[src/pfa_defs.svh]
// register offsets, enable bit positions and timing constants for the adaptive pwm block
`ifndef PFA_DEFS_SVH
`define PFA_DEFS_SVH
`define PFA_OFS_PERIOD_LIMIT    16'hFE1B
`define PFA_OFS_LL_FREQ         16'hFE1C
`define PFA_OFS_DITHER_PERIOD   16'hFE1D
`define PFA_OFS_SYNC_DIV        16'hFE1E
`define PFA_OFS_LOW_PWR_TH      16'hFE32
`define PFA_OFS_PWR_LOW_PT      16'hFE44
`define PFA_OFS_PWR_HIGH_PT     16'hFE45
`define PFA_OFS_VOUT_LOW_A      16'hFE46
`define PFA_OFS_VOUT_LOW_B      16'hFE47
`define PFA_OFS_VOUT_HIGH_A     16'hFE48
`define PFA_OFS_VOUT_HIGH_B     16'hFE49
`define PFA_OFS_VOUT_TOP        16'hFE4A
`define PFA_OFS_SYNC_DELAY      16'hFE4C
`define PFA_OFS_VLINE_HYST      16'hFE4D
`define PFA_OFS_PWR_HYST        16'hFE4E
`define PFA_OFS_FEATURE_EN      16'hFE4F
`define PFA_EN_DITHER           0
`define PFA_EN_SYNC             1
`define PFA_EN_VOUT_ADAPT       2
`define PFA_EN_LL_FREQ          3
`define PFA_EN_SHED             4
`define PFA_EN_LL_FILTER        5
`define PFA_EN_FEEDFWD          6
`define PFA_REG_RESET           8'h00
`define PFA_SYNC_AVG_CYCLES     3'h7
`define PFA_LL_FILTER_CYCLES    3'h4
`define PFA_PHASE_LOCK_TOL      12'h004
`endif

[src/pfa_pkg.sv]
// types shared by the adaptive pwm block
package pfa_pkg;
    typedef struct packed {
        logic        wr;
        logic [15:0] addr;
        logic [7:0]  wdata;
    } pfa_reg_req_t;
    typedef struct packed {
        logic [7:0] vline_rms;
        logic [7:0] power;
        logic       line_cycle;
        logic       soft_start;
        logic       phase_valid;
        logic       phase_pos;
    } pfa_meas_t;
    typedef enum logic [1:0] {
        PFA_BAND_LOW,
        PFA_BAND_HIGH,
        PFA_BAND_SUPER
    } pfa_band_t;
    typedef enum logic [1:0] {
        PFA_SYNC_FREE,
        PFA_SYNC_FREQ,
        PFA_SYNC_PHASE,
        PFA_SYNC_LOCK
    } pfa_sync_t;
endpackage

[src/pfa_setpoint.sv]
// load-line output voltage interpolation between two power points
`timescale 1ns/10ps
`default_nettype none
module pfa_setpoint
    import pfa_pkg::*;
(
    // power points
    input  wire logic [7:0] power,
    input  wire logic [7:0] p_low,
    input  wire logic [7:0] p_high,
    // voltage ends
    input  wire logic [7:0] v_light,
    input  wire logic [7:0] v_heavy,
    // result
    output logic      [7:0] v_out
);
    // linear blend; a degenerate span falls back to the light-load end
    function automatic logic [7:0] blend(input logic [7:0] p, input logic [7:0] lo, input logic [7:0] hi,
                                         input logic [7:0] va, input logic [7:0] vb);
        logic [8:0]  span;
        logic [8:0]  pos;
        logic [17:0] prod;
        logic [8:0]  dv;
        span = {1'b0, hi} - {1'b0, lo};
        pos  = {1'b0, p} - {1'b0, lo};
        dv   = (vb >= va) ? ({1'b0, vb} - {1'b0, va}) : ({1'b0, va} - {1'b0, vb});
        prod = {9'h000, pos} * {9'h000, dv};
        if (p <= lo || hi <= lo)
            blend = va;
        else if (p >= hi)
            blend = vb;
        else if (vb >= va)
            blend = va + 8'(prod / {9'h000, span});
        else
            blend = va - 8'(prod / {9'h000, span});
    endfunction

    assign v_out = blend(power, p_low, p_high, v_light, v_heavy);
endmodule
`default_nettype wire

[src/pfa_core.sv]
// adaptive pwm control: dither, external sync, load line, light load, shedding, bridgeless drive
`timescale 1ns/10ps
`default_nettype none
`include "pfa_defs.svh"
// Summary of operation
// - dither sweeps period linearly between 87.5% and 112.5% of nominal, for a nominal below 128
// - dither runs only with enable bit 0, sweep rate from dither_period
// - external sync works only with enable bit 1
// - sync period accepted only within 87.5%..112.5% of programmed period
// - average sync period over seven cycles, then align phase
// - when locked, each switching cycle ends a sync_delay count after every n-th sync rising edge
// - lost or out-of-range sync reverts to the limit register period
// - soft start ignores the sync input
// - switching runs at 1, 1/2, 1/3 or 1/4 of sync frequency
// - programmable delay from sync edge to cycle start
// - above super-high line, setpoint is vout_top, with voltage hysteresis, enable bit 2
// - high line: vout_high_a to vout_high_b over the power load line
// - low line: vout_low_a to vout_low_b over the power load line
// - bit 3: light_load_freq below threshold, normal above threshold plus hysteresis
// - bit 5: light filter after four line cycles below threshold
// - normal filter restored at once above threshold plus hysteresis
// - bit 4: shed one pwm output below threshold, restore above plus hysteresis
// - feedforward applied only with enable bit 6
// - positive phase: switch first boost switch, second held on
// - negative phase: switch second boost switch, first held on
// - soft start or bad phase sense: switch both
module pfa_core
    import pfa_pkg::*;
(
    // clock and reset
    input  wire logic       clk,
    input  wire logic       reset_n,
    // register port
    input  wire pfa_reg_req_t reg_req,
    output logic      [7:0] reg_rdata,
    // measurements from the control loop
    input  wire pfa_meas_t  meas,
    input  wire logic [7:0] vline_low_th,
    input  wire logic [7:0] vline_high_th,
    input  wire logic [7:0] vline_super_th,
    input  wire logic       pwm_in,
    // external sync
    input  wire logic       ext_sync_input,
    // outputs
    output logic      [7:0] switch_period,
    output logic            cycle_start,
    output logic      [7:0] vout_setpoint,
    output logic            light_filter_sel,
    output logic            feedfwd_en,
    output logic            sync_locked,
    output logic            first_boost_switch,
    output logic            second_boost_switch,
    output logic            phase2_pwm
);
    logic [1:0] rst_sync_r;
    wire        rst_n = rst_sync_r[1];

    // reset release through two flops
    always_ff @(posedge clk or negedge reset_n) begin
        if (!reset_n)
            rst_sync_r <= 2'b00;
        else
            rst_sync_r <= {rst_sync_r[0], 1'b1};
    end

    // register storage indexed through the reg_index offset decode
    logic [7:0] regs_r [0:15];
    function automatic logic [4:0] reg_index(input logic [15:0] a);
        case (a)
            `PFA_OFS_PERIOD_LIMIT:  reg_index = 5'h00;
            `PFA_OFS_LL_FREQ:       reg_index = 5'h01;
            `PFA_OFS_DITHER_PERIOD: reg_index = 5'h02;
            `PFA_OFS_SYNC_DIV:      reg_index = 5'h03;
            `PFA_OFS_LOW_PWR_TH:    reg_index = 5'h04;
            `PFA_OFS_PWR_LOW_PT:    reg_index = 5'h05;
            `PFA_OFS_PWR_HIGH_PT:   reg_index = 5'h06;
            `PFA_OFS_VOUT_LOW_A:    reg_index = 5'h07;
            `PFA_OFS_VOUT_LOW_B:    reg_index = 5'h08;
            `PFA_OFS_VOUT_HIGH_A:   reg_index = 5'h09;
            `PFA_OFS_VOUT_HIGH_B:   reg_index = 5'h0A;
            `PFA_OFS_VOUT_TOP:      reg_index = 5'h0B;
            `PFA_OFS_SYNC_DELAY:    reg_index = 5'h0C;
            `PFA_OFS_VLINE_HYST:    reg_index = 5'h0D;
            `PFA_OFS_PWR_HYST:      reg_index = 5'h0E;
            `PFA_OFS_FEATURE_EN:    reg_index = 5'h0F;
            default:                reg_index = 5'h10;
        endcase
    endfunction

    wire [4:0] wr_idx = reg_index(reg_req.addr);
    wire [4:0] rd_idx = wr_idx;

    always_ff @(posedge clk or negedge rst_n) begin
        if (!rst_n) begin
            for (int i = 0; i < 16; i++)
                regs_r[i] <= `PFA_REG_RESET;
        end else if (reg_req.wr && !wr_idx[4]) begin
            regs_r[wr_idx[3:0]] <= reg_req.wdata;
        end
    end

    // unmapped offsets read as zero
    always_ff @(posedge clk or negedge rst_n) begin
        if (!rst_n)
            reg_rdata <= 8'h00;
        else
            reg_rdata <= rd_idx[4] ? 8'h00 : regs_r[rd_idx[3:0]];
    end

    wire [7:0] period_limit = regs_r[0];
    wire [7:0] ll_freq      = regs_r[1];
    wire [7:0] dither_per   = regs_r[2];
    wire [1:0] sync_div     = regs_r[3][1:0];
    wire [7:0] pwr_th       = regs_r[4];
    wire [7:0] pwr_low_pt   = regs_r[5];
    wire [7:0] pwr_high_pt  = regs_r[6];
    wire [7:0] vout_low_a   = regs_r[7];
    wire [7:0] vout_low_b   = regs_r[8];
    wire [7:0] vout_high_a  = regs_r[9];
    wire [7:0] vout_high_b  = regs_r[10];
    wire [7:0] vout_top     = regs_r[11];
    wire [7:0] sync_delay   = regs_r[12];
    wire [7:0] vline_hyst   = regs_r[13];
    wire [7:0] pwr_hyst     = regs_r[14];
    wire [7:0] feat         = regs_r[15];

    // 87.5% and 112.5% of a period, as p - p/8 and p + p/8
    function automatic logic [8:0] frac_lo(input logic [7:0] p);
        frac_lo = {1'b0, p} - {4'h0, p[7:3]};
    endfunction
    function automatic logic [8:0] frac_hi(input logic [7:0] p);
        frac_hi = {1'b0, p} + {4'h0, p[7:3]};
    endfunction

    // light load frequency with hysteresis on power
    logic light_r;
    wire [8:0] pwr_rise = {1'b0, pwr_th} + {1'b0, pwr_hyst};
    wire       pwr_below = meas.power < pwr_th;
    wire       pwr_above = {1'b0, meas.power} > pwr_rise;
    always_ff @(posedge clk or negedge rst_n) begin
        if (!rst_n)
            light_r <= 1'b0;
        else if (pwr_below)
            light_r <= 1'b1;
        else if (pwr_above)
            light_r <= 1'b0;
    end

    wire       ll_freq_on = feat[`PFA_EN_LL_FREQ] && light_r;
    wire [7:0] nominal    = ll_freq_on ? ll_freq : period_limit;

    // dither: triangle sweep of the period offset, stepped by dither_period ticks
    logic [7:0] dith_tick_r;
    logic [4:0] dith_off_r;
    logic       dith_up_r;
    wire        dith_on   = feat[`PFA_EN_DITHER];
    wire        dith_step = dith_on && (dith_tick_r >= dither_per);
    wire [5:0]  dith_span = {nominal[7:3], 1'b0};
    always_ff @(posedge clk or negedge rst_n) begin
        if (!rst_n) begin
            dith_tick_r <= 8'h00;
            dith_off_r  <= 5'h00;
            dith_up_r   <= 1'b1;
        end else if (!dith_on) begin
            dith_tick_r <= 8'h00;
            dith_off_r  <= 5'h00;
            dith_up_r   <= 1'b1;
        end else if (dith_step) begin
            dith_tick_r <= 8'h00;
            if (dith_up_r && {1'b0, dith_off_r} + 6'h01 >= dith_span)
                dith_up_r <= 1'b0;
            else if (!dith_up_r && dith_off_r <= 5'h01)
                dith_up_r <= 1'b1;
            dith_off_r <= dith_up_r ? dith_off_r + 5'h01 : dith_off_r - 5'h01;
        end else begin
            dith_tick_r <= dith_tick_r + 8'h01;
        end
    end
    // offset spans p/8 either side of nominal while nominal is below 128
    wire [8:0] dith_period = frac_lo(nominal) + {4'h0, dith_off_r};

    // sync edge detection and period measurement
    logic       sync_d_r;
    logic [8:0] sync_cnt_r;
    logic [11:0] sync_acc_r;
    logic [2:0] sync_n_r;
    logic [8:0] sync_avg_r;
    pfa_sync_t  sync_st_r;
    wire        sync_en   = feat[`PFA_EN_SYNC] && !meas.soft_start;
    wire        sync_rise = ext_sync_input && !sync_d_r;
    wire        sync_ok   = sync_cnt_r >= frac_lo(period_limit) &&
                            sync_cnt_r <= frac_hi(period_limit);
    wire        sync_lost = sync_cnt_r > frac_hi(period_limit);

    // division ratio: count sync edges, pass every n-th
    logic [1:0] div_cnt_r;
    wire        div_hit = sync_rise && (div_cnt_r == sync_div);

    // delay from chosen sync edge to cycle start
    logic [7:0] dly_cnt_r;
    logic       dly_run_r;
    wire        dly_fire = dly_run_r && (dly_cnt_r >= sync_delay);

    // internal period counter
    logic [8:0] pwm_cnt_r;
    wire [8:0]  free_period = dith_on ? dith_period : {1'b0, nominal};
    wire        locked      = sync_en && (sync_st_r == PFA_SYNC_LOCK);
    wire        free_end    = (pwm_cnt_r != 9'h000) && (pwm_cnt_r + 9'h001 >= free_period); // floor of two clocks
    wire        cyc_end     = locked ? dly_fire : free_end;
    wire [11:0] phase_err   = {3'h0, ({pwm_cnt_r, 1'b0} < {1'b0, free_period}) ? pwm_cnt_r : free_period - pwm_cnt_r};

    always_ff @(posedge clk or negedge rst_n) begin
        if (!rst_n) begin
            sync_d_r   <= 1'b0;
            sync_cnt_r <= 9'h000;
        end else begin
            sync_d_r   <= ext_sync_input;
            sync_cnt_r <= !sync_en ? 9'h000 : div_hit ? 9'h001 : (sync_lost ? sync_cnt_r : sync_cnt_r + 9'h001);
        end
    end

    // sync acquisition: frequency capture, phase capture, lock
    always_ff @(posedge clk or negedge rst_n) begin
        if (!rst_n) begin
            sync_st_r  <= PFA_SYNC_FREE;
            sync_acc_r <= 12'h000;
            sync_n_r   <= 3'h0;
            sync_avg_r <= 9'h000;
        end else if (!sync_en || sync_lost || (div_hit && !sync_ok && sync_st_r != PFA_SYNC_FREE)) begin
            sync_st_r  <= PFA_SYNC_FREE;
            sync_acc_r <= 12'h000;
            sync_n_r   <= 3'h0;
        end else if (div_hit) begin
            case (sync_st_r)
                PFA_SYNC_FREE: begin
                    sync_st_r <= PFA_SYNC_FREQ;
                end
                PFA_SYNC_FREQ: begin
                    sync_acc_r <= sync_acc_r + {3'h0, sync_cnt_r};
                    sync_n_r   <= sync_n_r + 3'h1;
                    if (sync_n_r + 3'h1 == `PFA_SYNC_AVG_CYCLES) begin
                        sync_avg_r <= 9'((sync_acc_r + {3'h0, sync_cnt_r}) / 12'h007);
                        sync_st_r  <= PFA_SYNC_PHASE;
                    end
                end
                PFA_SYNC_PHASE: begin
                    if (phase_err <= `PFA_PHASE_LOCK_TOL)
                        sync_st_r <= PFA_SYNC_LOCK;
                end
                PFA_SYNC_LOCK: begin
                    sync_st_r <= PFA_SYNC_LOCK;
                end
                default: sync_st_r <= PFA_SYNC_FREE;
            endcase
        end
    end

    // divider and delay counters
    always_ff @(posedge clk or negedge rst_n) begin
        if (!rst_n) begin
            div_cnt_r <= 2'h0;
            dly_cnt_r <= 8'h00;
            dly_run_r <= 1'b0;
        end else begin
            if (sync_rise)
                div_cnt_r <= div_hit ? 2'h0 : div_cnt_r + 2'h1;
            if (div_hit && locked) begin
                dly_run_r <= 1'b1;
                dly_cnt_r <= 8'h00;
            end else if (dly_fire) begin
                dly_run_r <= 1'b0;
            end else if (dly_run_r) begin
                dly_cnt_r <= dly_cnt_r + 8'h01;
            end
        end
    end

    // pwm period counter; during phase capture restart on sync to pull phase in
    always_ff @(posedge clk or negedge rst_n) begin
        if (!rst_n)
            pwm_cnt_r <= 9'h000;
        else if (cyc_end || (sync_st_r == PFA_SYNC_PHASE && div_hit))
            pwm_cnt_r <= 9'h000;
        else
            pwm_cnt_r <= pwm_cnt_r + 9'h001;
    end

    always_ff @(posedge clk or negedge rst_n) begin
        if (!rst_n) begin
            cycle_start   <= 1'b0;
            switch_period <= 8'h00;
        end else begin
            cycle_start   <= cyc_end;
            switch_period <= locked ? 8'(sync_avg_r) : 8'(free_period);
        end
    end

    // line band, sampled once per line cycle with hysteresis at super high line
    pfa_band_t band_r;
    wire [8:0] super_fall = {1'b0, vline_super_th} - {1'b0, vline_hyst};
    always_ff @(posedge clk or negedge rst_n) begin
        if (!rst_n)
            band_r <= PFA_BAND_LOW;
        else if (meas.line_cycle) begin
            if (meas.vline_rms > vline_super_th)
                band_r <= PFA_BAND_SUPER;
            else if (band_r == PFA_BAND_SUPER && {1'b0, meas.vline_rms} > super_fall)
                band_r <= PFA_BAND_SUPER;
            else if (meas.vline_rms > vline_high_th)
                band_r <= PFA_BAND_HIGH;
            else if (meas.vline_rms < vline_low_th)
                band_r <= PFA_BAND_LOW;
        end
    end

    // load-line setpoints for the high and low line bands
    logic [7:0] v_high_line;
    logic [7:0] v_low_line;
    pfa_setpoint u_sp_high (
        .power   (meas.power),
        .p_low   (pwr_low_pt),
        .p_high  (pwr_high_pt),
        .v_light (vout_high_a),
        .v_heavy (vout_high_b),
        .v_out   (v_high_line)
    );
    pfa_setpoint u_sp_low (
        .power   (meas.power),
        .p_low   (pwr_low_pt),
        .p_high  (pwr_high_pt),
        .v_light (vout_low_a),
        .v_heavy (vout_low_b),
        .v_out   (v_low_line)
    );

    // band select; with feature off the output holds vout_top
    wire [7:0] vsp_nxt = !feat[`PFA_EN_VOUT_ADAPT]  ? vout_top :
                         (band_r == PFA_BAND_SUPER) ? vout_top :
                         (band_r == PFA_BAND_HIGH)  ? v_high_line : v_low_line;

    // light filter after four line cycles below threshold, back at once
    logic [2:0] lf_cnt_r;
    logic       lf_r;
    always_ff @(posedge clk or negedge rst_n) begin
        if (!rst_n) begin
            lf_cnt_r <= 3'h0;
            lf_r     <= 1'b0;
        end else if (!feat[`PFA_EN_LL_FILTER] || pwr_above) begin
            lf_cnt_r <= 3'h0;
            lf_r     <= 1'b0;
        end else if (pwr_below && meas.line_cycle && !lf_r) begin
            lf_cnt_r <= lf_cnt_r + 3'h1;
            if (lf_cnt_r + 3'h1 >= `PFA_LL_FILTER_CYCLES)
                lf_r <= 1'b1;
        end
    end

    // shedding and bridgeless drive
    wire shed = feat[`PFA_EN_SHED] && light_r;
    wire both = meas.soft_start || !meas.phase_valid;
    wire q1   = both ? pwm_in : (meas.phase_pos ? pwm_in : 1'b1);
    wire q2   = both ? pwm_in : (meas.phase_pos ? 1'b1 : pwm_in);

    always_ff @(posedge clk or negedge rst_n) begin
        if (!rst_n) begin
            vout_setpoint       <= 8'h00;
            light_filter_sel    <= 1'b0;
            feedfwd_en          <= 1'b0;
            sync_locked         <= 1'b0;
            first_boost_switch  <= 1'b0;
            second_boost_switch <= 1'b0;
            phase2_pwm          <= 1'b0;
        end else begin
            vout_setpoint       <= vsp_nxt;
            light_filter_sel    <= lf_r;
            feedfwd_en          <= feat[`PFA_EN_FEEDFWD];
            sync_locked         <= locked;
            first_boost_switch  <= q1;
            second_boost_switch <= q2;
            phase2_pwm          <= shed ? 1'b0 : pwm_in;
        end
    end
endmodule
`default_nettype wire

[config.mk]
export PLATFORM = sky130hd
export DESIGN_NAME = pfa_core
export DESIGN_NICKNAME = d
export VERILOG_FILES = /design/src/pfa_pkg.sv /design/src/pfa_setpoint.sv /design/src/pfa_core.sv
export VERILOG_INCLUDE_DIRS = /design/src
export SDC_FILE = /design/constraint.sdc
export NUM_CORES = 2
export LEC_CHECK = 0
export ABC_AREA = 0
export BUFFER_PORTS_ARGS = -buffer_cell sky130_fd_sc_hd__buf_2
export CAP_MARGIN = 20
export CORE_ASPECT_RATIO = 1.2
export CORE_UTILIZATION = 54
export DETAILED_ROUTE_END_ITERATION = 16
export PLACE_DENSITY = 0.71
export SYNTH_ARGS = -nofsm -noshare
export SYNTH_HDL_FRONTEND = slang
export SYNTH_SLANG_ARGS = --single-unit
[constraint.sdc]
create_clock -name clk -period 10 [get_ports clk]
set_input_delay 1 -clock clk [delete_from_list [all_inputs] [get_ports clk]]
set_output_delay 1 -clock clk [all_outputs]
set_load 0.02 [all_outputs]
==> flow_summary.ini <==
[setup_path]
cp_data_required_time_ns = 10.46
critPathMaxStageDelay_ns = 0.54
critical_path_cell_count = 239
slowest_stage = fa_1
startpoint = vout_low_a[1]$_DFFE_PN0P_
worstRegToRegCells = 239
timing_worst_setup_path_type = reg2reg
worstPathMaxFanout = 6
reg2reg_from = vout_low_a[1]$_DFFE_PN0P_
timing.rr.end = vout_setpoint[7]$_DFF_PN0_
crit_end = vout_setpoint[7]$_DFF_PN0_
reg2reg_slack_ns = -32.87
crit_path_end_kind = register
critPathMostFrequentCell = o21a_1
crit_buf_inv = 29
setup.worst_path.start_class = register
cp_data_arrival_time_ns = 43.34
cp_top_family = compound AO/OA/AOI/OAI gates

[logic_synthesis]
ys_top_cells_by_count = ha_1, nor2_1, nand2_1
ys_seq_elements = 237
synth_top_cell_by_area = ha_1
ys_dominant_reg_cell = dfrtp_1
synth_area_leaders = ha_1, dfrtp_1, fa_1
syn_avg_cell_area_um2 = 8.02
synth-seq-area-share_pct = 15.3
synth_most_common_cell = ha_1
syn_area_um2 = 38700
yosys.area.top_type_share_pct = 18.4
synthCells = 4822
synth_nets = 5583
ys_async_sr_fraction_pct = 100
ys_warn_count = 0
ys_types = 125
synth-edff-count = 0

[die]
fp.dieW_um = 246
io_pins = 104
coreArea_um2 = 71000
die-area_um2 = 72700
rows = 107
die_h_um = 295
initial_core_util_pct = 54.5

[cts]
cts.sinks = 237
cts_buffers = 25
hold_buffers = 0
cts_tree = done
cts.clk_slew.worst_paths_ns = 0.06
cts-root-buf = clkbuf_16
clk_latency_ns = 0.56
clk_path_buf_depth = 3
cts_max_level = 1

[global_route]
antenna_found_initial = 1
grt_max_degree = 180
track_usage_pct = 34.6
overflow = 0
grt_pass1_vias = 41600
grt_pass1_wl_um = 206000

[detailed_routing]
wire_per_inst_um = 18.3
num_vias = 42400
ant_nets = 0
routed_wl_um = 132000
drc = 0
drt_iter0_markers = 2910
first_pass_iters = 6
via_per_inst = 5.87

[sta]
min_period_ns = 42.87
slew_viol_final = 0
rsz0062_at_grt = yes
max_slew.worst_pin.slew_ns = 1.22
hold_slack_ns = 0.215
fmax_ghz = 0.0233
setup_violations = 8
slew_headroom_pct = 18.5
timing.final.hold_violations = 0
finalClockSkew_ns = 0.0181
finalCritPeriodShare_pct = 429
fin_ws_ns = -32.87

[placement]
pre_cts_ws_ns = -34.26
io_buffers = 103
place_hpwl_um = 101000
gp_congestion = 1.00

[final_layout]
largest_reg_flops = 12
drive_above_1_share_pct = 34.1
areaGrowthSynthToFinish_pct = 38.4
register_area_um2 = 5940
multi_input_area_um2 = 32400
num-fill-cells = 5122
top_register = sync_acc_r
top_regs = sync_acc_r (12), pwm_cnt_r (9), sync_cnt_r (9)
fin_nets = 7041
diodes = 0

[outcome]
outcome = finished with violations
violations = negative setup slack

[worst_hold_path]
hold_path.class = in2async

[run]
drv_cap = 0
what timing repair did:
| item | in CTS | in global routing |
|---|---|---|
| pin swaps | 167 | 141 |
| endpoints found under the setup margin | 8 | 8 |
| setup buffers | 156 | 51 |
| resized for setup | 124 | 114 |
| gates cloned | 1 | 0 |
through the flow:
stage	TNS [ns]	cell area (µm²)	util, %	std cells
global placement	-266.64	50000	70.4	6970
global route	-274.25	53500	75.5	7225
finish	-259.81	53500	75.5	7225
CTS	-252.61	52600	74.2	7173
floorplan	-262.80	39500	-	4822
detailed placement	-270.73	50000	70.4	6971
cell usage in the layout, fill, tap and decap left out, types with 17 or more instances in the layout:
| cell type | netlist | routed |
|---|---|---|
| buf_4 | 1 | 1428 |
| o21a_1 | 156 | 154 |
| nor4_1 | 24 | 20 |
| mux2i_1 | 55 | 49 |
| o31a_1 | 17 | 17 |
| a21o_1 | 117 | 117 |
| buf_2 | 17 | 105 |
| nand2b_1 | 104 | 102 |
| nor2b_1 | 84 | 82 |
| a21oi_1 | 287 | 230 |
| dfrtp_1 | 236 | 234 |
| xor2_1 | 83 | 79 |
| or3_1 | 38 | 38 |
| nor2_1 | 425 | 396 |
| ha_1 | 569 | 542 |
| o211ai_1 | 54 | 54 |
| fa_1 | 119 | 116 |
| a21oi_2 | 2 | 51 |
| or2_2 | 45 | 39 |
| and3_1 | 20 | 19 |
| nor3_1 | 175 | 168 |
| mux2_2 | 160 | 151 |
| o21ai_0 | 279 | 232 |
| o21ai_2 | 3 | 25 |
| and2_1 | 31 | 24 |
| clkbuf_16 | 0 | 25 |
| o21bai_1 | 35 | 35 |
| a211oi_1 | 39 | 35 |
| nand2_1 | 416 | 402 |
| o31ai_1 | 55 | 46 |
| buf_6 | 2 | 18 |
| ha_4 | 0 | 25 |
| nand3_1 | 84 | 84 |
| nand4_1 | 39 | 39 |
| xnor2_1 | 159 | 151 |
| inv_1 | 409 | 401 |
| o22ai_1 | 17 | 17 |
| a31oi_1 | 37 | 32 |
| o21ai_1 | 11 | 33 |
routing by layer:
layer	part of all wire, %	track usage, %	vias up
met3	6.0	3.89	432
met1	40	42.2	20200
met2	48	60.9	1532
li1	-	-	20200
met4	5.1	16.0	0
met5	0	0	-
layout make-up:
cell class              count  share of cell area, %
multi-input cells        4045                   60.6
flip-flops and latches    237                   11.1
inverters                 413                   2.90
well taps                 926                   2.16
repair buffers           1558                   21.6
clock inverters            16                  0.395
clock buffers              30                   1.24
cell families after synthesis:
family	after synthesis	synth area share (%)
AND/OR/NAND/NOR	1567	19.6
AO/OA/AOI/OAI	1314	22.9
adder cells (fa/ha/maj)	692	24.7
buffers and inverters	540	5.34
XOR/XNOR	242	5.48
flip-flops	237	15.3
multiplexers	229	6.73
other	1	0.00969
worst min path at each step:
| stage | slack [ns] | from | endpoint |
|---|---|---|---|
| after floorplan | 0.33 | rst_sync_r[0]$_DFF_PN0_ | rst_sync_r[1]$_DFF_PN0_ |
| after global placement | 0.34 | rst_sync_r[0]$_DFF_PN0_ | rst_sync_r[1]$_DFF_PN0_ |
| after detailed placement | 0.34 | rst_sync_r[0]$_DFF_PN0_ | rst_sync_r[1]$_DFF_PN0_ |
| after CTS | 0.21 | reset_n | rst_sync_r[1]$_DFF_PN0_ |
| after global routing | 0.21 | reset_n | rst_sync_r[1]$_DFF_PN0_ |
| final | 0.21 | reset_n | rst_sync_r[1]$_DFF_PN0_ |
Power is not shown: default switching activity piles up to over one toggle a cycle in this logic, so the estimate is an artifact.
